<file path="config.mk">
export PLATFORM = sky130hd
export DESIGN_NAME = express_swap_framer
export DESIGN_NICKNAME = d
export VERILOG_FILES = /design/src/shared/swap_pkg.sv /design/src/logic/express_swap_framer.sv
export VERILOG_INCLUDE_DIRS = /design/src /design/src/shared
export SDC_FILE = /design/constraint.sdc
export NUM_CORES = 1
export LEC_CHECK = 0
export BUFFER_PORTS_ARGS = -buffer_cell sky130_fd_sc_hd__buf_2
export CORE_UTILIZATION = 30
export DETAILED_ROUTE_END_ITERATION = 10
export PLACE_DENSITY = 0.44
export SLEW_MARGIN = 20
export SYNTH_ARGS = -nofsm -noshare
export SYNTH_HDL_FRONTEND = slang
export SYNTH_SLANG_ARGS = --single-unit
export TNS_END_PERCENT = 10
</file>
<file path="constraint.sdc">
create_clock -name mclk -period 3.2 [get_ports mclk]
set_input_delay 0 -clock mclk [delete_from_list [all_inputs] [get_ports mclk]]
set_output_delay 0 -clock mclk [all_outputs]
set_load 0.05 [all_outputs]
</file>
<file path="src/shared/swap_defines.svh">
// Constants for the express-swap request framer.
`ifndef SWAP_DEFINES_SVH
`define SWAP_DEFINES_SVH

`define HDR_NEXT        8'hF2
`define HDR_LATER       8'hF3
`define HDR_MATCH       7'h79
`define CRC_POLY        16'h9001
`define CRC_INIT        16'h0000
`define SYM_LAST        4'hF
`define MAX_TONES       12'h020
`define NIB_HDR         3'h2
`define NIB_CNT         3'h3
`define NIB_TONE        3'h5
`define NIB_DUMMY       3'h1
`define NIB_CRC         3'h4

`endif

</file>
<file path="src/shared/swap_pkg.sv">
// Types shared by the express-swap request framer.
package swap_pkg;

  typedef struct packed {
    logic [11:0] idx;
    logic [3:0]  bits;
    logic [3:0]  gain;
  } tone_t;

  typedef struct packed {
    logic        late;
    logic [11:0] count;
  } swap_req_t;

  typedef enum logic [5:0] {
    TX_IDLE  = 6'h01,
    TX_HDR   = 6'h02,
    TX_CNT   = 6'h04,
    TX_TONE  = 6'h08,
    TX_DUMMY = 6'h10,
    TX_CRC   = 6'h20
  } tx_state_t;

  typedef enum logic [6:0] {
    RX_HDR   = 7'h01,
    RX_CNT   = 7'h02,
    RX_TONE  = 7'h04,
    RX_DUMMY = 7'h08,
    RX_CRC   = 7'h10,
    RX_WAIT  = 7'h20,
    RX_APPLY = 7'h40
  } rx_state_t;

  typedef enum logic [2:0] {
    W_IDLE  = 3'h1,
    W_WAIT  = 3'h2,
    W_WATCH = 3'h4
  } watch_state_t;

endpackage

</file>
<file path="src/logic/express_swap_framer.sv">
// Express-swap request builder, parser and frame scheduler.
`timescale 1ns/10ps
`default_nettype none
`include "swap_defines.svh"

// Function
// - A detected SNR change while idle starts one express-swap request over the overhead control channel.
// - Each request is sent exactly once and never repeated by the block.
// - The header is F2 for the next bit-swap frame and F3 for the one after.
// - The message is header, tone count, n tone fields, dummy bits, then the check value.
// - A 12-bit tone count follows the header.
// - Each tone field is a 12-bit sub-channel index followed by the loading and gain byte.
// - The upper nibble of that byte is the new absolute bit count, 0 to 15.
// - The lower nibble is a signed half-decibel gain from -4 dB to +3.5 dB.
// - Four dummy bits follow the last tone field when n is even, none when n is odd.
// - A 16-bit cyclic check over all command bits is appended on send and checked on receipt.
// - The check uses generator terms 16, 15, 12 and 0, one bit per step, MSB first.
// - With no acknowledge, the requester watches the expected frame and reports a miss.
// - A bit-swap frame is 16 symbols and the scheduling timer counts such frames.
// - Bit-swap frames are counted modulo 256.
// - Sub-channel indices rise with frequency from zero at the lowest sub-carrier.
module express_swap_framer (
  input  wire logic              mclk,
  input  wire logic              nrst,
  input  wire logic              sym_tick,
  input  wire logic              snr_change,
  input  wire swap_pkg::swap_req_t req_cfg,
  input  wire logic              tone_valid,
  output logic                   tone_ready,
  input  wire swap_pkg::tone_t   tone_in,
  output logic [7:0]             tx_byte,
  output logic                   tx_valid,
  input  wire logic              tx_ready,
  input  wire logic              swap_seen,
  output logic                   req_busy,
  output logic                   swap_ok,
  output logic                   swap_missed,
  input  wire logic [7:0]        rx_byte,
  input  wire logic              rx_valid,
  output logic                   rx_ready,
  output logic                   crc_err,
  output logic                   upd_valid,
  output swap_pkg::tone_t        upd_tone,
  output logic [7:0]             frame_cnt
);

  // **********************************************************
  // Frame timing
  // **********************************************************
  logic [3:0] sym_cnt_r;
  logic [7:0] frame_cnt_r;
  logic       frame_end;

  assign frame_end = sym_tick && (sym_cnt_r == `SYM_LAST);
  assign frame_cnt = frame_cnt_r;

  always_ff @(posedge mclk) begin
    if (!nrst) begin
      sym_cnt_r   <= 4'h0;
      frame_cnt_r <= 8'h00;
    end else if (sym_tick) begin
      sym_cnt_r <= sym_cnt_r + 4'h1;
      if (frame_end) begin
        frame_cnt_r <= frame_cnt_r + 8'h01;
      end
    end
  end

  function automatic logic [15:0] crc_nib(input logic [15:0] c, input logic [3:0] n);
    logic [15:0] r;
    r = c;
    for (int i = 3; i >= 0; i--) begin
      if (r[15] ^ n[i]) begin
        r = {r[14:0], 1'b0} ^ `CRC_POLY;
      end else begin
        r = {r[14:0], 1'b0};
      end
    end
    return r;
  endfunction

  // **********************************************************
  // Request builder
  // **********************************************************
  swap_pkg::tx_state_t tx_st_r;
  logic [19:0] sh_r;
  logic [2:0]  left_r;
  logic [11:0] tleft_r;
  logic [11:0] tcount_r;
  logic        late_r;
  logic [15:0] tcrc_r;
  logic [3:0]  hi_r;
  logic        half_r;
  logic [7:0]  tx_byte_r;
  logic        tx_valid_r;
  logic        emit;
  logic        sent;

  assign emit = (left_r != 3'h0) && (!tx_valid_r || tx_ready);
  assign tone_ready = ((tx_st_r == swap_pkg::TX_CNT) || (tx_st_r == swap_pkg::TX_TONE)) &&
                      (left_r == 3'h0) && (tleft_r != 12'h000);
  assign sent = (tx_st_r == swap_pkg::TX_CRC) && (left_r == 3'h0);
  assign req_busy = (tx_st_r != swap_pkg::TX_IDLE);
  assign tx_byte = tx_byte_r;
  assign tx_valid = tx_valid_r;

  always_ff @(posedge mclk) begin
    if (!nrst) begin
      tx_st_r  <= swap_pkg::TX_IDLE;
      sh_r     <= 20'h00000;
      left_r   <= 3'h0;
      tleft_r  <= 12'h000;
      tcount_r <= 12'h000;
      late_r   <= 1'b0;
    end else if (emit) begin
      sh_r   <= {sh_r[15:0], 4'h0};
      left_r <= left_r - 3'h1;
    end else if (left_r == 3'h0) begin
      unique case (tx_st_r)
        swap_pkg::TX_IDLE: begin
          // taken only when idle, sent once
          if (snr_change) begin
            tcount_r <= req_cfg.count;
            late_r   <= req_cfg.late;
            sh_r     <= {(req_cfg.late ? `HDR_LATER : `HDR_NEXT), 12'h000};
            left_r   <= `NIB_HDR;
            tx_st_r  <= swap_pkg::TX_HDR;
          end
        end
        swap_pkg::TX_HDR: begin
          sh_r    <= {tcount_r, 8'h00};
          left_r  <= `NIB_CNT;
          tleft_r <= tcount_r;
          tx_st_r <= swap_pkg::TX_CNT;
        end
        swap_pkg::TX_CNT, swap_pkg::TX_TONE: begin
          if (tleft_r != 12'h000) begin
            // index then loading and gain byte
            if (tone_valid) begin
              sh_r    <= tone_in;
              left_r  <= `NIB_TONE;
              tleft_r <= tleft_r - 12'h001;
              tx_st_r <= swap_pkg::TX_TONE;
            end
          end else if (!tcount_r[0]) begin
            sh_r    <= 20'h00000;
            left_r  <= `NIB_DUMMY;
            tx_st_r <= swap_pkg::TX_DUMMY;
          end else begin
            sh_r    <= {tcrc_r, 4'h0};
            left_r  <= `NIB_CRC;
            tx_st_r <= swap_pkg::TX_CRC;
          end
        end
        swap_pkg::TX_DUMMY: begin
          sh_r    <= {tcrc_r, 4'h0};
          left_r  <= `NIB_CRC;
          tx_st_r <= swap_pkg::TX_CRC;
        end
        swap_pkg::TX_CRC: begin
          tx_st_r <= swap_pkg::TX_IDLE;
        end
      endcase
    end
  end

  // check value over every bit before it
  always_ff @(posedge mclk) begin
    if (!nrst) begin
      tcrc_r <= `CRC_INIT;
    end else if (tx_st_r == swap_pkg::TX_IDLE) begin
      tcrc_r <= `CRC_INIT;
    end else if (emit && (tx_st_r != swap_pkg::TX_CRC)) begin
      tcrc_r <= crc_nib(tcrc_r, sh_r[19:16]);
    end
  end

  // Nibbles pair into bytes high nibble first; every message is a whole number of bytes.
  always_ff @(posedge mclk) begin
    if (!nrst) begin
      hi_r       <= 4'h0;
      half_r     <= 1'b0;
      tx_byte_r  <= 8'h00;
      tx_valid_r <= 1'b0;
    end else begin
      if (tx_valid_r && tx_ready) begin
        tx_valid_r <= 1'b0;
      end
      if (emit) begin
        half_r <= !half_r;
        if (!half_r) begin
          hi_r <= sh_r[19:16];
        end else begin
          tx_byte_r  <= {hi_r, sh_r[19:16]};
          tx_valid_r <= 1'b1;
        end
      end
    end
  end

  // **********************************************************
  // Outcome watch
  // **********************************************************
  swap_pkg::watch_state_t w_st_r;
  logic [7:0] wtarget_r;
  logic       seen_r;
  logic       ok_r;
  logic       miss_r;

  assign swap_ok = ok_r;
  assign swap_missed = miss_r;

  // no acknowledge, so the returned signal is checked on the expected frame
  always_ff @(posedge mclk) begin
    if (!nrst) begin
      w_st_r    <= swap_pkg::W_IDLE;
      wtarget_r <= 8'h00;
      seen_r    <= 1'b0;
      ok_r      <= 1'b0;
      miss_r    <= 1'b0;
    end else begin
      ok_r   <= 1'b0;
      miss_r <= 1'b0;
      unique case (w_st_r)
        swap_pkg::W_IDLE: begin
          if (sent) begin
            wtarget_r <= frame_cnt_r + (late_r ? 8'h02 : 8'h01);
            w_st_r    <= swap_pkg::W_WAIT;
          end
        end
        swap_pkg::W_WAIT: begin
          if (frame_end && (frame_cnt_r + 8'h01 == wtarget_r)) begin
            seen_r <= 1'b0;
            w_st_r <= swap_pkg::W_WATCH;
          end
        end
        swap_pkg::W_WATCH: begin
          if (frame_end) begin
            ok_r   <= seen_r || swap_seen;
            miss_r <= !(seen_r || swap_seen);
            w_st_r <= swap_pkg::W_IDLE;
          end else if (swap_seen) begin
            seen_r <= 1'b1;
          end
        end
      endcase
    end
  end

  // **********************************************************
  // Request parser
  // **********************************************************
  swap_pkg::rx_state_t rx_st_r;
  swap_pkg::tone_t mem [0:`MAX_TONES-1];
  logic [3:0]  rlow_r;
  logic        rpend_r;
  logic [15:0] racc_r;
  logic [2:0]  rleft_r;
  logic [11:0] rcount_r;
  logic [11:0] widx_r;
  logic        ovf_r;
  logic        rlate_r;
  logic [15:0] rcrc_r;
  logic [7:0]  rtarget_r;
  logic        crc_err_r;
  logic        upd_valid_r;
  swap_pkg::tone_t upd_tone_r;
  logic        rn_v;
  logic [3:0]  rn;
  logic        parsing;
  logic        last;
  logic [15:0] crc_base;

  assign parsing = !(rx_st_r inside {swap_pkg::RX_WAIT, swap_pkg::RX_APPLY});
  assign rx_ready = parsing && !rpend_r;
  assign rn_v = rpend_r || (rx_valid && rx_ready);
  assign rn = rpend_r ? rlow_r : rx_byte[7:4];
  assign last = rn_v && (rleft_r == 3'h1);
  assign crc_base = ((rx_st_r == swap_pkg::RX_HDR) && (rleft_r == `NIB_HDR)) ? `CRC_INIT : rcrc_r;
  assign crc_err = crc_err_r;
  assign upd_valid = upd_valid_r;
  assign upd_tone = upd_tone_r;

  always_ff @(posedge mclk) begin
    if (!nrst) begin
      rpend_r <= 1'b0;
      rlow_r  <= 4'h0;
    end else if (rpend_r) begin
      rpend_r <= 1'b0;
    end else if (rx_valid && rx_ready) begin
      rpend_r <= 1'b1;
      rlow_r  <= rx_byte[3:0];
    end
  end

  // receiver recomputes the check over the command bits
  always_ff @(posedge mclk) begin
    if (!nrst) begin
      rcrc_r <= `CRC_INIT;
    end else if (rn_v && (rx_st_r != swap_pkg::RX_CRC)) begin
      rcrc_r <= crc_nib(crc_base, rn);
    end
  end

  // indices are stored as sent, lowest sub-carrier at zero
  always_ff @(posedge mclk) begin
    if (last && (rx_st_r == swap_pkg::RX_TONE) && (widx_r < `MAX_TONES)) begin
      mem[widx_r[4:0]] <= {racc_r, rn};
    end
  end

  always_ff @(posedge mclk) begin
    if (!nrst) begin
      rx_st_r     <= swap_pkg::RX_HDR;
      racc_r      <= 16'h0000;
      rleft_r     <= `NIB_HDR;
      rcount_r    <= 12'h000;
      widx_r      <= 12'h000;
      ovf_r       <= 1'b0;
      rlate_r     <= 1'b0;
      rtarget_r   <= 8'h00;
      crc_err_r   <= 1'b0;
      upd_valid_r <= 1'b0;
      upd_tone_r  <= '0;
    end else begin
      crc_err_r   <= 1'b0;
      upd_valid_r <= 1'b0;
      if (rn_v) begin
        racc_r  <= {racc_r[11:0], rn};
        rleft_r <= rleft_r - 3'h1;
      end
      unique case (rx_st_r)
        swap_pkg::RX_HDR: begin
          if (last) begin
            // only the two express headers are accepted
            if ({racc_r[3:0], rn[3:1]} == `HDR_MATCH) begin
              rlate_r <= rn[0];
              rleft_r <= `NIB_CNT;
              rx_st_r <= swap_pkg::RX_CNT;
            end else begin
              rleft_r <= `NIB_HDR;
            end
          end
        end
        swap_pkg::RX_CNT: begin
          if (last) begin
            rcount_r <= {racc_r[7:0], rn};
            ovf_r    <= ({racc_r[7:0], rn} > `MAX_TONES);
            widx_r   <= 12'h000;
            if ({racc_r[7:0], rn} == 12'h000) begin
              rleft_r <= `NIB_DUMMY;
              rx_st_r <= swap_pkg::RX_DUMMY;
            end else begin
              rleft_r <= `NIB_TONE;
              rx_st_r <= swap_pkg::RX_TONE;
            end
          end
        end
        swap_pkg::RX_TONE: begin
          if (last) begin
            widx_r <= widx_r + 12'h001;
            if (widx_r + 12'h001 != rcount_r) begin
              rleft_r <= `NIB_TONE;
            end else if (!rcount_r[0]) begin
              // even n carries a dummy nibble
              rleft_r <= `NIB_DUMMY;
              rx_st_r <= swap_pkg::RX_DUMMY;
            end else begin
              rleft_r <= `NIB_CRC;
              rx_st_r <= swap_pkg::RX_CRC;
            end
          end
        end
        swap_pkg::RX_DUMMY: begin
          if (last) begin
            rleft_r <= `NIB_CRC;
            rx_st_r <= swap_pkg::RX_CRC;
          end
        end
        swap_pkg::RX_CRC: begin
          if (last) begin
            rleft_r <= `NIB_HDR;
            if (({racc_r[11:0], rn} == rcrc_r) && !ovf_r) begin
              rtarget_r <= frame_cnt_r + (rlate_r ? 8'h02 : 8'h01);
              rx_st_r   <= swap_pkg::RX_WAIT;
            end else begin
              crc_err_r <= 1'b1;
              rx_st_r   <= swap_pkg::RX_HDR;
            end
          end
        end
        swap_pkg::RX_WAIT: begin
          // tables change at the start of the target frame
          if (frame_end && (frame_cnt_r + 8'h01 == rtarget_r)) begin
            widx_r  <= 12'h000;
            rx_st_r <= swap_pkg::RX_APPLY;
          end
        end
        swap_pkg::RX_APPLY: begin
          upd_valid_r <= 1'b1;
          upd_tone_r  <= mem[widx_r[4:0]];
          widx_r      <= widx_r + 12'h001;
          if (widx_r + 12'h001 == rcount_r) begin
            rx_st_r <= swap_pkg::RX_HDR;
          end
        end
      endcase
    end
  end

endmodule

`default_nettype wire

</file>
# Yosys cells after proc, flatten, opt, wreduce, memory -nomap -nowiden
# Memory sizes are Yosys's and may differ from the RTL's. A register that Yosys moved wholly into a read port is not among the register bits.
# Index checks and enable logic that the tools add are counted.
[word_totals]
regBits = 193
latchBits = 0
ramBits = 640
romBits = 0
inputBits = 49
output_inout_bits = 44
wordCells = 267
n_memories = 1
[classes]
addsub = 8
mul = 0
div = 0
n_lt_le_gt_ge = 2
eq_ne = 48
shift = 0
muxes = 94
n_bitwise = 20
n_reduce_logical = 62
[memory_table]
columns = ["memory", "words", "word_bits", "read_ports", "rd_clocked_by_memory_dff", "wr", "line_no", "source"]
rows = [
  ["mem", 32, 20, 1, 1, 1, "express_swap_framer.sv:254", "swap_pkg::tone_t mem [0:`MAX_TONES-1];"],
]
[op_table]
columns = ["op", "n"]
rows = [
  ["$mux 16", 24],
  ["$mux 20", 6],
  ["$pmux 20 s4", 1],
  ["$mux 7", 9],
  ["$mux 12", 5],
  ["$mux 3", 18],
  ["$pmux 7 s7", 1],
  ["$pmux 12 s4", 1],
  ["$mux 6", 5],
  ["$pmux 6 s5", 1],
  ["$ne 2x2->1 const B", 14],
  ["$not 3->3", 8],
  ["$pmux 12 s2", 1],
  ["$reduce_and 4->1", 6],
  ["$logic_and 1x1->1", 17],
  ["$add 8x2->8", 2],
  ["$eq 16x16->1", 1],
  ["$eq 8x8->1", 2],
  ["$pmux 3 s5", 1],
  ["$reduce_and 3->1", 5],
  ["$eq 7x7->1 const B", 2],
  ["$mux 1", 13],
  ["$add 12x1->12 const B", 1],
  ["$eq 12x12->1", 1],
  ["50 further kinds", 89],
]

# Logic depth before layout (Yosys ltp)
# Gate-level depths: netlist (run 1).
[logic_depth]
depth_word = 19
ltp_mapped = 14
mapped_depth_nobuf = 9

# Worst setup path before layout (run 1)
# OpenSTA, ideal clock, no wires.
[synth_timing]
path_kind = "reg-to-reg"
startpoint = "reg widx_r[1]"
endpoint = "reg rx_st_r[0]"
arrival_ns = 3.398
slack_ns = -0.277
stages_incl_launch_ff = 15
synth_period_minus_slack_ns = 3.477
cell_sequence = "dfxtp_1 -> clkbuf_1 -> buf_2 -> buf_1 -> buf_1 -> inv_1 -> ha_1 -> xor2_1 -> a211oi_1 -> o211ai_1 -> nor4_1 -> a31oi_1 -> or2_1 -> buf_4 -> o211ai_1"
[synth_between]
elab_chain_cells = 4
[synth_rtl]
columns = ["item", "line_no", "source"]
rows = [
  ["from (decl)", "express_swap_framer.sv:260", "logic [11:0] widx_r;"],
  ["from (signal assigned)", "express_swap_framer.sv:361", "widx_r <= widx_r + 12'h001;"],
  ["from (signal assigned)", "express_swap_framer.sv:402", "widx_r <= widx_r + 12'h001;"],
  ["$add 12x1->12 *", "express_swap_framer.sv:362, express_swap_framer.sv:403", ""],
  ["$ne 12x12->1 / $eq 12x12->1 (equally long branches)", "express_swap_framer.sv:362, express_swap_framer.sv:403", ""],
  ["$ne 2x2->1 (no line) / $ne 2x1->1 (equally long branches)", "n/a", ""],
  ["$reduce_and 9->1 (no line) *", "n/a", ""],
  ["to (signal assigned)", "express_swap_framer.sv:367", "rx_st_r <= swap_pkg::RX_DUMMY;"],
  ["to (signal assigned)", "express_swap_framer.sv:370", "rx_st_r <= swap_pkg::RX_CRC;"],
  ["to (signal assigned)", "express_swap_framer.sv:404", "rx_st_r <= swap_pkg::RX_HDR;"],
  ["to (decl)", "express_swap_framer.sv:253", "swap_pkg::rx_state_t rx_st_r;"],
]
# Mark *: on every way between the ends. The rest lies on a longest branch, timed or not.
# A chain may end at the register's enable or synchronous reset.

# Final worst setup path (run 1)
[layout_timing]
startpoint = "reg rx_st_r[2]"
endpoint = "reg rlow_r[0]"
[layout_between]
elab_chain_cells = 6
[layout_rtl]
columns = ["item", "line_no", "source"]
rows = [
  ["from (signal assigned)", "express_swap_framer.sv:314", "rx_st_r <= swap_pkg::RX_HDR;"],
  ["from (signal assigned)", "express_swap_framer.sv:339", "rx_st_r <= swap_pkg::RX_CNT;"],
  ["from (signal assigned)", "express_swap_framer.sv:352", "rx_st_r <= swap_pkg::RX_DUMMY;"],
  ["$eq 7x6->1 / $eq 7x7->1 (equally long branches)", "express_swap_framer.sv:274", "assign parsing = !(rx_st_r inside {swap_pkg::RX_WAIT, swap_pkg::RX_APPLY});"],
  ["$reduce_bool 2->1 *", "express_swap_framer.sv:274", ""],
  ["$logic_not 1->1 *", "express_swap_framer.sv:274", ""],
  ["$logic_and 1x1->1 *", "express_swap_framer.sv:275", "assign rx_ready = parsing && !rpend_r;"],
  ["$logic_and 1x1->1 *", "express_swap_framer.sv:290", "end else if (rx_valid && rx_ready) begin"],
  ["$reduce_and 2->1 (no line) *", "n/a", ""],
  ["to (signal assigned)", "express_swap_framer.sv:292", "rlow_r <= rx_byte[3:0];"],
  ["to (decl)", "express_swap_framer.sv:255", "logic [3:0] rlow_r;"],
]
# Marks and branches as above.

==> summary.md, run 1 <==
| Metric | Value |
|---|---|
| R2R depth | `8` |
| Die W | `344 um` |
| RSZ-0062 raised after global routing | `no` |
| Cell depth of the worst setup path | `8` |
| Post-synth ARST share | `0` |
| Slowest-stage cell, CP | `or4_4` |
| TritonCTS Buffers | `92` |
| CTS Root Cell | `clkbuf_16` |
| Critical-path cell list | `or4_4, nor3_1, buf_4, nor2_1, nand3_1, dlygate4sd3_1, a21oi_1, dlygate4sd3_1` |
| Vias/cell | `5.07` |
| Cell mode on critical path | `dlygate4sd3_1` |
| Pwr Density | `614 mW/mm^2` |
| Setup WS pre-CTS | `308 ps` |
| Synth Register Bits | `853` |
| Synth Instances | `2,374` |
| Crit Path Class | `reg2reg` |
| Worst Max-Slew Pin Slew | `1080 ps` |
| Avg Inst Size Synth | `14.8 um^2` |
| Clock buffer depth | `3` |
| Vias in the first global route | `21.7k` |
| Total track usage | `0.169` |
| Period utilization | `0.951` |
| WL per Instance | `23.6 um` |
| Most numerous cell in the Yosys netlist | `edfxtp_1` |
| # rows | `125` |
| Slew margin rel. | `0.283` |
| Initial antenna violation count | `3` |
| Final Max Slew Viols | `0` |
| Clock transition at path regs | `60 ps` |
| Vias | `21.5k` |
| Synth Cell Area | `0.0351 mm^2` |
| Detail Route Antenna Nets | `0` |
| Synth cell types | `89` |
| Final Wtd Congestion | `0.819` |
| Worst Path Required | `3740 ps` |
| Synth area leaders | `edfxtp_1 55%, dfxtp_1 12%, mux4_2 11%` |
| EDFF count, synth | `640` |
| Setup TNS | `0 ps` |
| Core area | `0.116 mm^2` |
| Final Hold Vio Count | `0` |
| IR drop worst, VDD | `465 uV` |
| Die span in y | `344 um` |
| Largest stage delay on the critical path | `620 ps` |
| Critical path startpoint category | `flip-flop` |
| Fin crit period | `3040 ps` |
| Area grow syn2layout | `19.6%` |
| Area share of the leading cell type in the synthesized netlist | `0.547` |
| Pin count of the biggest net entering global routing | `85` |
| WL final | `100,000 um` |
| Hold Path Cell Cnt | `6` |
| Delay-heaviest family, CP | `buffers and inverters` |
| Drt initial violations | `1,632` |
| Crit path max fanout | `9` |
| Seq/Total Area, Yosys | `0.668` |
| # H-tree levels | `3` |
| CTS tree | `built` |
| Ys Warns | `0` |
| Setup bufs post-CTS | `0` |
| Initial Util | `0.302` |
| Max-cap viol count | `0` |
| Top cell type by total area after synthesis | `edfxtp_1` |
| Fin Clk Skew | `44.1 ps` |
| Synth Flop Type | `edfxtp_1` |
| First-pass GRT wire length | `148,000 um` |
| Post-DP HPWL | `64,600 um` |
| Critical path buffers and inverters | `3` |
| Final core occ | `0.362` |
| Leak pwr | `13.0 nW` |
| Most instantiated cells after synthesis | `640 x edfxtp_1, 225 x nand2_1, 213 x dfxtp_1, 168 x mux4_2, 167 x nor2_1` |
| WHS | `59.8 ps` |
| Critical path arrival | `3580 ps` |
| Setup ws final | `157 ps` |
| Outcome | `finished, final reports clean` |
| HP Class | `in2reg` |
| DRT Pass-1 Iters | `7` |
| Final #Nets | `2,701` |
| I/O Pins | `93` |
| CP Capture Type | `flip-flop` |
| # DRC | `0` |
| Share of cells above drive strength 1 | `0.229` |
| Fillers | `11.1k` |
| Max frequency | `329 MHz` |
| Clock tree sinks | `853` |
| Final setup viols | `0` |
| Total grt overflow | `0` |
| PortBufs | `92` |
| Clk_lat worst skew | `690 ps` |
| Syn nets | `2,441` |
| Die area | `0.119 mm^2` |
## final cells by class
cell class | count | area (um^2) | area share
diodes | 2 | 5.00 | 0.000119
flip-flops and latches | 853 | 23500 | 0.559
repair buffers | 307 | 2530 | 0.0603
inverters | 53 | 201 | 0.00479
clock inverters | 50 | 477 | 0.0113
multi-input cells | 1327 | 10900 | 0.260
well taps | 1524 | 1910 | 0.0454
clock buffers | 121 | 2470 | 0.0587
## worst reg2reg max path, stage by stage (launching register included)
cell	delay (ps)
dfxtp_1	380
or4_4	620
nor3_1	320
buf_4	190
nor2_1	110
nand3_1	120
dlygate4sd3_1	550
a21oi_1	60
dlygate4sd3_1	600
## sequential cells by signal, indices dropped and copies added, names as in the netlist, 6 cells and up
register	count
frame_cnt	8
rx_st_r	7
upd_tone	20
mem	640
rcount_r	12
tcrc_r	16
tx_st_r	6
tx_byte	8
widx_r	12
tcount_r	12
sh_r	20
racc_r	16
rcrc_r	16
rtarget_r	8
tleft_r	12
wtarget_r	8
## where the power goes
part | internal (mW) | switching (mW)
combinational | 1.07 | 1.88
sequential | 12.1 | 0.334
clock | 5.89 | 4.53
## final timing paths
path | startpoint | slack (ps) | end
hold / removal | snr_change | 60 | late_r$_SDFFE_PN0P_
setup / recovery | rx_st_r[2]$_SDFFE_PN0P_ | 160 | rlow_r[0]$_SDFFE_PN0P_
hold reg to reg | tx_byte[3]$_SDFFE_PN0P_ | 460 | tx_byte[3]$_SDFFE_PN0P_
setup reg to reg | rx_st_r[2]$_SDFFE_PN0P_ | 160 | rlow_r[0]$_SDFFE_PN0P_
## metrics by stage
stage	instances	area, um^2	total power [mW]
2_1_floorplan	2374	35200	14.7
3_3_place_gp	3995	38400	15.5
3_5_place_dp	3995	38400	15.5
4_1_cts	4235	42000	26.1
5_1_grt	4235	42000	26.9
6_report	4237	42000	25.8
## cell families after synthesis
logic type / count (synthesis) / synth area share
flops: 853 / 0.668
mux: 205 / 0.118
compound gates: 404 / 0.0758
fa+ha+maj: 18 / 0.00683
xor+xnor: 104 / 0.0274
simple gates: 596 / 0.0800
buf+inv: 194 / 0.0236
## cells in the final DEF (no fill, tap or decap), types with 21 or more instances in the layout
cell type and instances:
edfxtp_1 640, nand2_1 225, dfxtp_1 205, mux4_2 168, nor2_1 135, a21oi_1 131, buf_4 123, clkbuf_16 92
buf_2 92, o21ai_0 76, xnor2_1 69, dlygate4sd3_1 69, inv_1 51, nand3_1 45, a31oi_1 36, nor2_2 34
mux2i_1 33, xor2_1 31, nor3_1 30, a211oi_1 29, buf_12 23, or3_1 21, a22oi_1 21
## layer usage
metal  vias up  track usage  part of all wire
li1       9698            -                 -
met1     11200        0.229              0.44
met2       503        0.282              0.49
met3       109       0.0321             0.053
met4         0       0.0360             0.017
met5         -            0                 0
## repair_timing
action,CTS,global route
hold buffers,69,0
hold endpoints to repair,82,0
resized for setup,0,1
endpoints found under the setup margin,0,4
Power figures use the tool's default switching activity.
==> run 2: changes to the inputs <==
- CORE_UTILIZATION: 30 -> 50
- PLACE_DENSITY: 0.44 -> 0.67
==> run 2 against run 1 <==
- non-clock buffer count decreased by 31
- count of clock-buffer cells in the layout decreased by 10
- die area decreased by 40%
- register-to-register slack improved by 50 ps
- global-route usage increased by 8.0 points
- routed wire length decreased by 13%
- clock power about the same
- first-iteration DRC count increased by 24%
- sequential cell count unchanged
- combinational power about the same
- critical endpoint is now mem[27][5]$_DFFE_PP_
- largest power group unchanged
- highest routed layer is now met5
==> summary.md, run 2 (synthesis results as in run 1) <==
| Metric | Value |
|---|---|
| TritonCTS Buffers | `87 (-5.4%)` |
| Initial Util | `0.509 (+0.206)` |
| Die span in y | `267 um (-22%)` |
| Final Wtd Congestion | `0.871 (+6.4%)` |
| HP Class | `in2reg` |
| Clock tree sinks | `853 (unchanged)` |
| First-pass GRT wire length | `133,000 um (-9.9%)` |
| Setup WS pre-CTS | `233 ps (-75.0 ps)` |
| Worst Path Required | `3520 ps (-220 ps)` |
| Vias | `21.6k (+0.67%)` |
| Vias in the first global route | `21.7k (+0.0092%)` |
| Share of cells above drive strength 1 | `0.220 (-0.00921)` |
| # DRC | `0 (unchanged)` |
| Pwr Density | `625 mW/mm^2 (+1.7%)` |
| RSZ-0062 raised after global routing | `no` |
| Pwr Total | `25.5 mW (-1.4%)` |
| Core area | `0.0691 mm^2 (-41%)` |
| CP Capture Type | `flip-flop` |
| Post-DP HPWL | `54,300 um (-16%)` |
| Clk_lat worst skew | `660 ps (-30 ps)` |
| Commonest non-fill, non-tap cell in the layout | `edfxtp_1` |
| Period utilization | `0.935 (-0.0161)` |
| Final core occ | `0.590 (+0.229)` |
| CTS tree | `built` |
| Die area | `0.0714 mm^2 (-40%)` |
| Worst Max-Slew Pin Slew | `1140 ps (+62.4 ps)` |
| Critical path arrival | `3310 ps (-270 ps)` |
| Total grt overflow | `0 (unchanged)` |
| CTS resizes | `0 (unchanged)` |
| Outcome | `finished, final reports clean` |
| Initial antenna violation count | `4 (+1)` |
| Reg-to-Reg Start | `rx_st_r[6]$_SDFFE_PN0P_` |
| WL final | `87,500 um (-13%)` |
| Worst r2r dst | `mem[27][5]$_DFFE_PP_` |
| Crit Path Class | `reg2reg` |
| Hold Path Cell Cnt | `6 (unchanged)` |
| Max-cap viol count | `0 (unchanged)` |
| Area grow syn2layout | `16.0%` |
| # H-tree levels | `3 (unchanged)` |
| Final Hold Vio Count | `0 (unchanged)` |
| Slew margin rel. | `0.240 (-0.0424)` |
| Vias/cell | `6.00 (+18%)` |
| PortBufs | `92 (unchanged)` |
| WL per Instance | `24.3 um (+2.8%)` |
| Pin count of the biggest net entering global routing | `103 (+21%)` |
| Final Max Slew Viols | `0 (unchanged)` |
| Cts hold-fix bufs | `65 (-5.8%)` |
| CTS Root Cell | `clkbuf_16` |
| Fin Clk Skew | `44.2 ps (+0.142 ps)` |
| Max reg flops | `640 (unchanged)` |
| Clock buffer depth | `3 (unchanged)` |
| Hold path start | `snr_change` |
| R2R depth | `7 (-1)` |
| Commonest cells after routing, fill and taps aside | `640 x edfxtp_1, 225 x nand2_1, 207 x dfxtp_1, 168 x mux4_2, 135 x nor2_1` |
| Setup bufs post-CTS | `0 (unchanged)` |
| WHS | `45.2 ps (-14.6 ps)` |
| Setup TNS | `0 ps (unchanged)` |
| I/O Pins | `93 (unchanged)` |
| R2R Setup Slk | `210 ps (+50 ps)` |
| Setup ws final | `209 ps (+51.5 ps)` |
| Hold Crit Endpoint | `late_r$_SDFFE_PN0P_` |
| DRT Pass-1 Iters | `8 (+1)` |
| Leak pwr | `12.8 nW (-1.8%)` |
| IR drop worst, VDD | `503 uV (+8.2%)` |
| Drt initial violations | `2,030 (+24%)` |
| Critical path startpoint category | `flip-flop` |
| Max frequency | `334 MHz (+1.7%)` |
| Detail Route Antenna Nets | `0 (unchanged)` |
| Final #Nets | `2,665 (-1.3%)` |
| Die W | `267 um (-22%)` |
| Clock transition at path regs | `60 ps (about the same)` |
| # rows | `96 (-23%)` |
| Crit path max fanout | `11 (+2)` |
| Total track usage | `0.250 (+0.0804)` |
| Final setup viols | `0 (unchanged)` |
| Fin crit period | `2990 ps (-51.5 ps)` |
-- run 2: critical path, stage by stage, from the launching register on --
cell     delay (ps)
dfxtp_1         520
xnor2_1         250
o31ai_4         120
a21oi_1         250
and4_1          370
nand2_1         200
nor2_2          620
buf_4           330
-- run 2: routing by layer --
metal,part of all wire,GRT usage
met3,0.072,0.0455
met4,0.033,0.0862
met1,0.42,0.343
met5,0.00014,0
met2,0.48,0.402
-- run 2: how the worst max path moves through the flow --
stage / from / endpoint / slack [ps] / cells after the start
6_report: rx_st_r[6]$_SDFFE_PN0P_ / mem[27][5]$_DFFE_PP_ / 210 / 7
3_5_place_dp: rx_st_r[6]$_SDFFE_PN0P_ / mem[27][13]$_DFFE_PP_ / 230 / 7
4_1_cts: rx_st_r[6]$_SDFFE_PN0P_ / mem[27][5]$_DFFE_PP_ / 190 / 7
3_3_place_gp: rx_st_r[6]$_SDFFE_PN0P_ / mem[8][16]$_DFFE_PP_ / 320 / 6
2_1_floorplan: widx_r[0]$_SDFFE_PN0P_ / rx_st_r[0]$_SDFFE_PN1P_ / 3 / 14
5_1_grt: frame_cnt[2]$_SDFFE_PN0P_ / widx_r[5]$_SDFFE_PN0P_ / 10 / 7
-- run 2: per-stage QoR --
step	cell area, um^2	std cells
2_1_floorplan	35200	2374
3_3_place_gp	37200	3375
3_5_place_dp	37200	3375
4_1_cts	40800	3601
5_1_grt	40800	3603
6_report	40800	3603
-- run 2: power breakdown --
part / switching (mW) / leakage (nW) / internal, mW
sequential: 0.340 / 7.11 / 12.1
combinational: 1.89 / 4.28 / 1.07
clock: 4.34 / 1.41 / 5.71
-- run 2: cell type report --
cell class | count | area [um^2]
Fill cell | 5174 | 28300
Sequential cell | 853 | 23500
Multi-Input combinational cell | 1327 | 10900
Clock buffer | 111 | 2370
Timing Repair Buffer | 276 | 2090
Tap cell | 931 | 1160
Clock inverter | 50 | 512
Inverter | 53 | 204
Antenna cell | 2 | 5.00
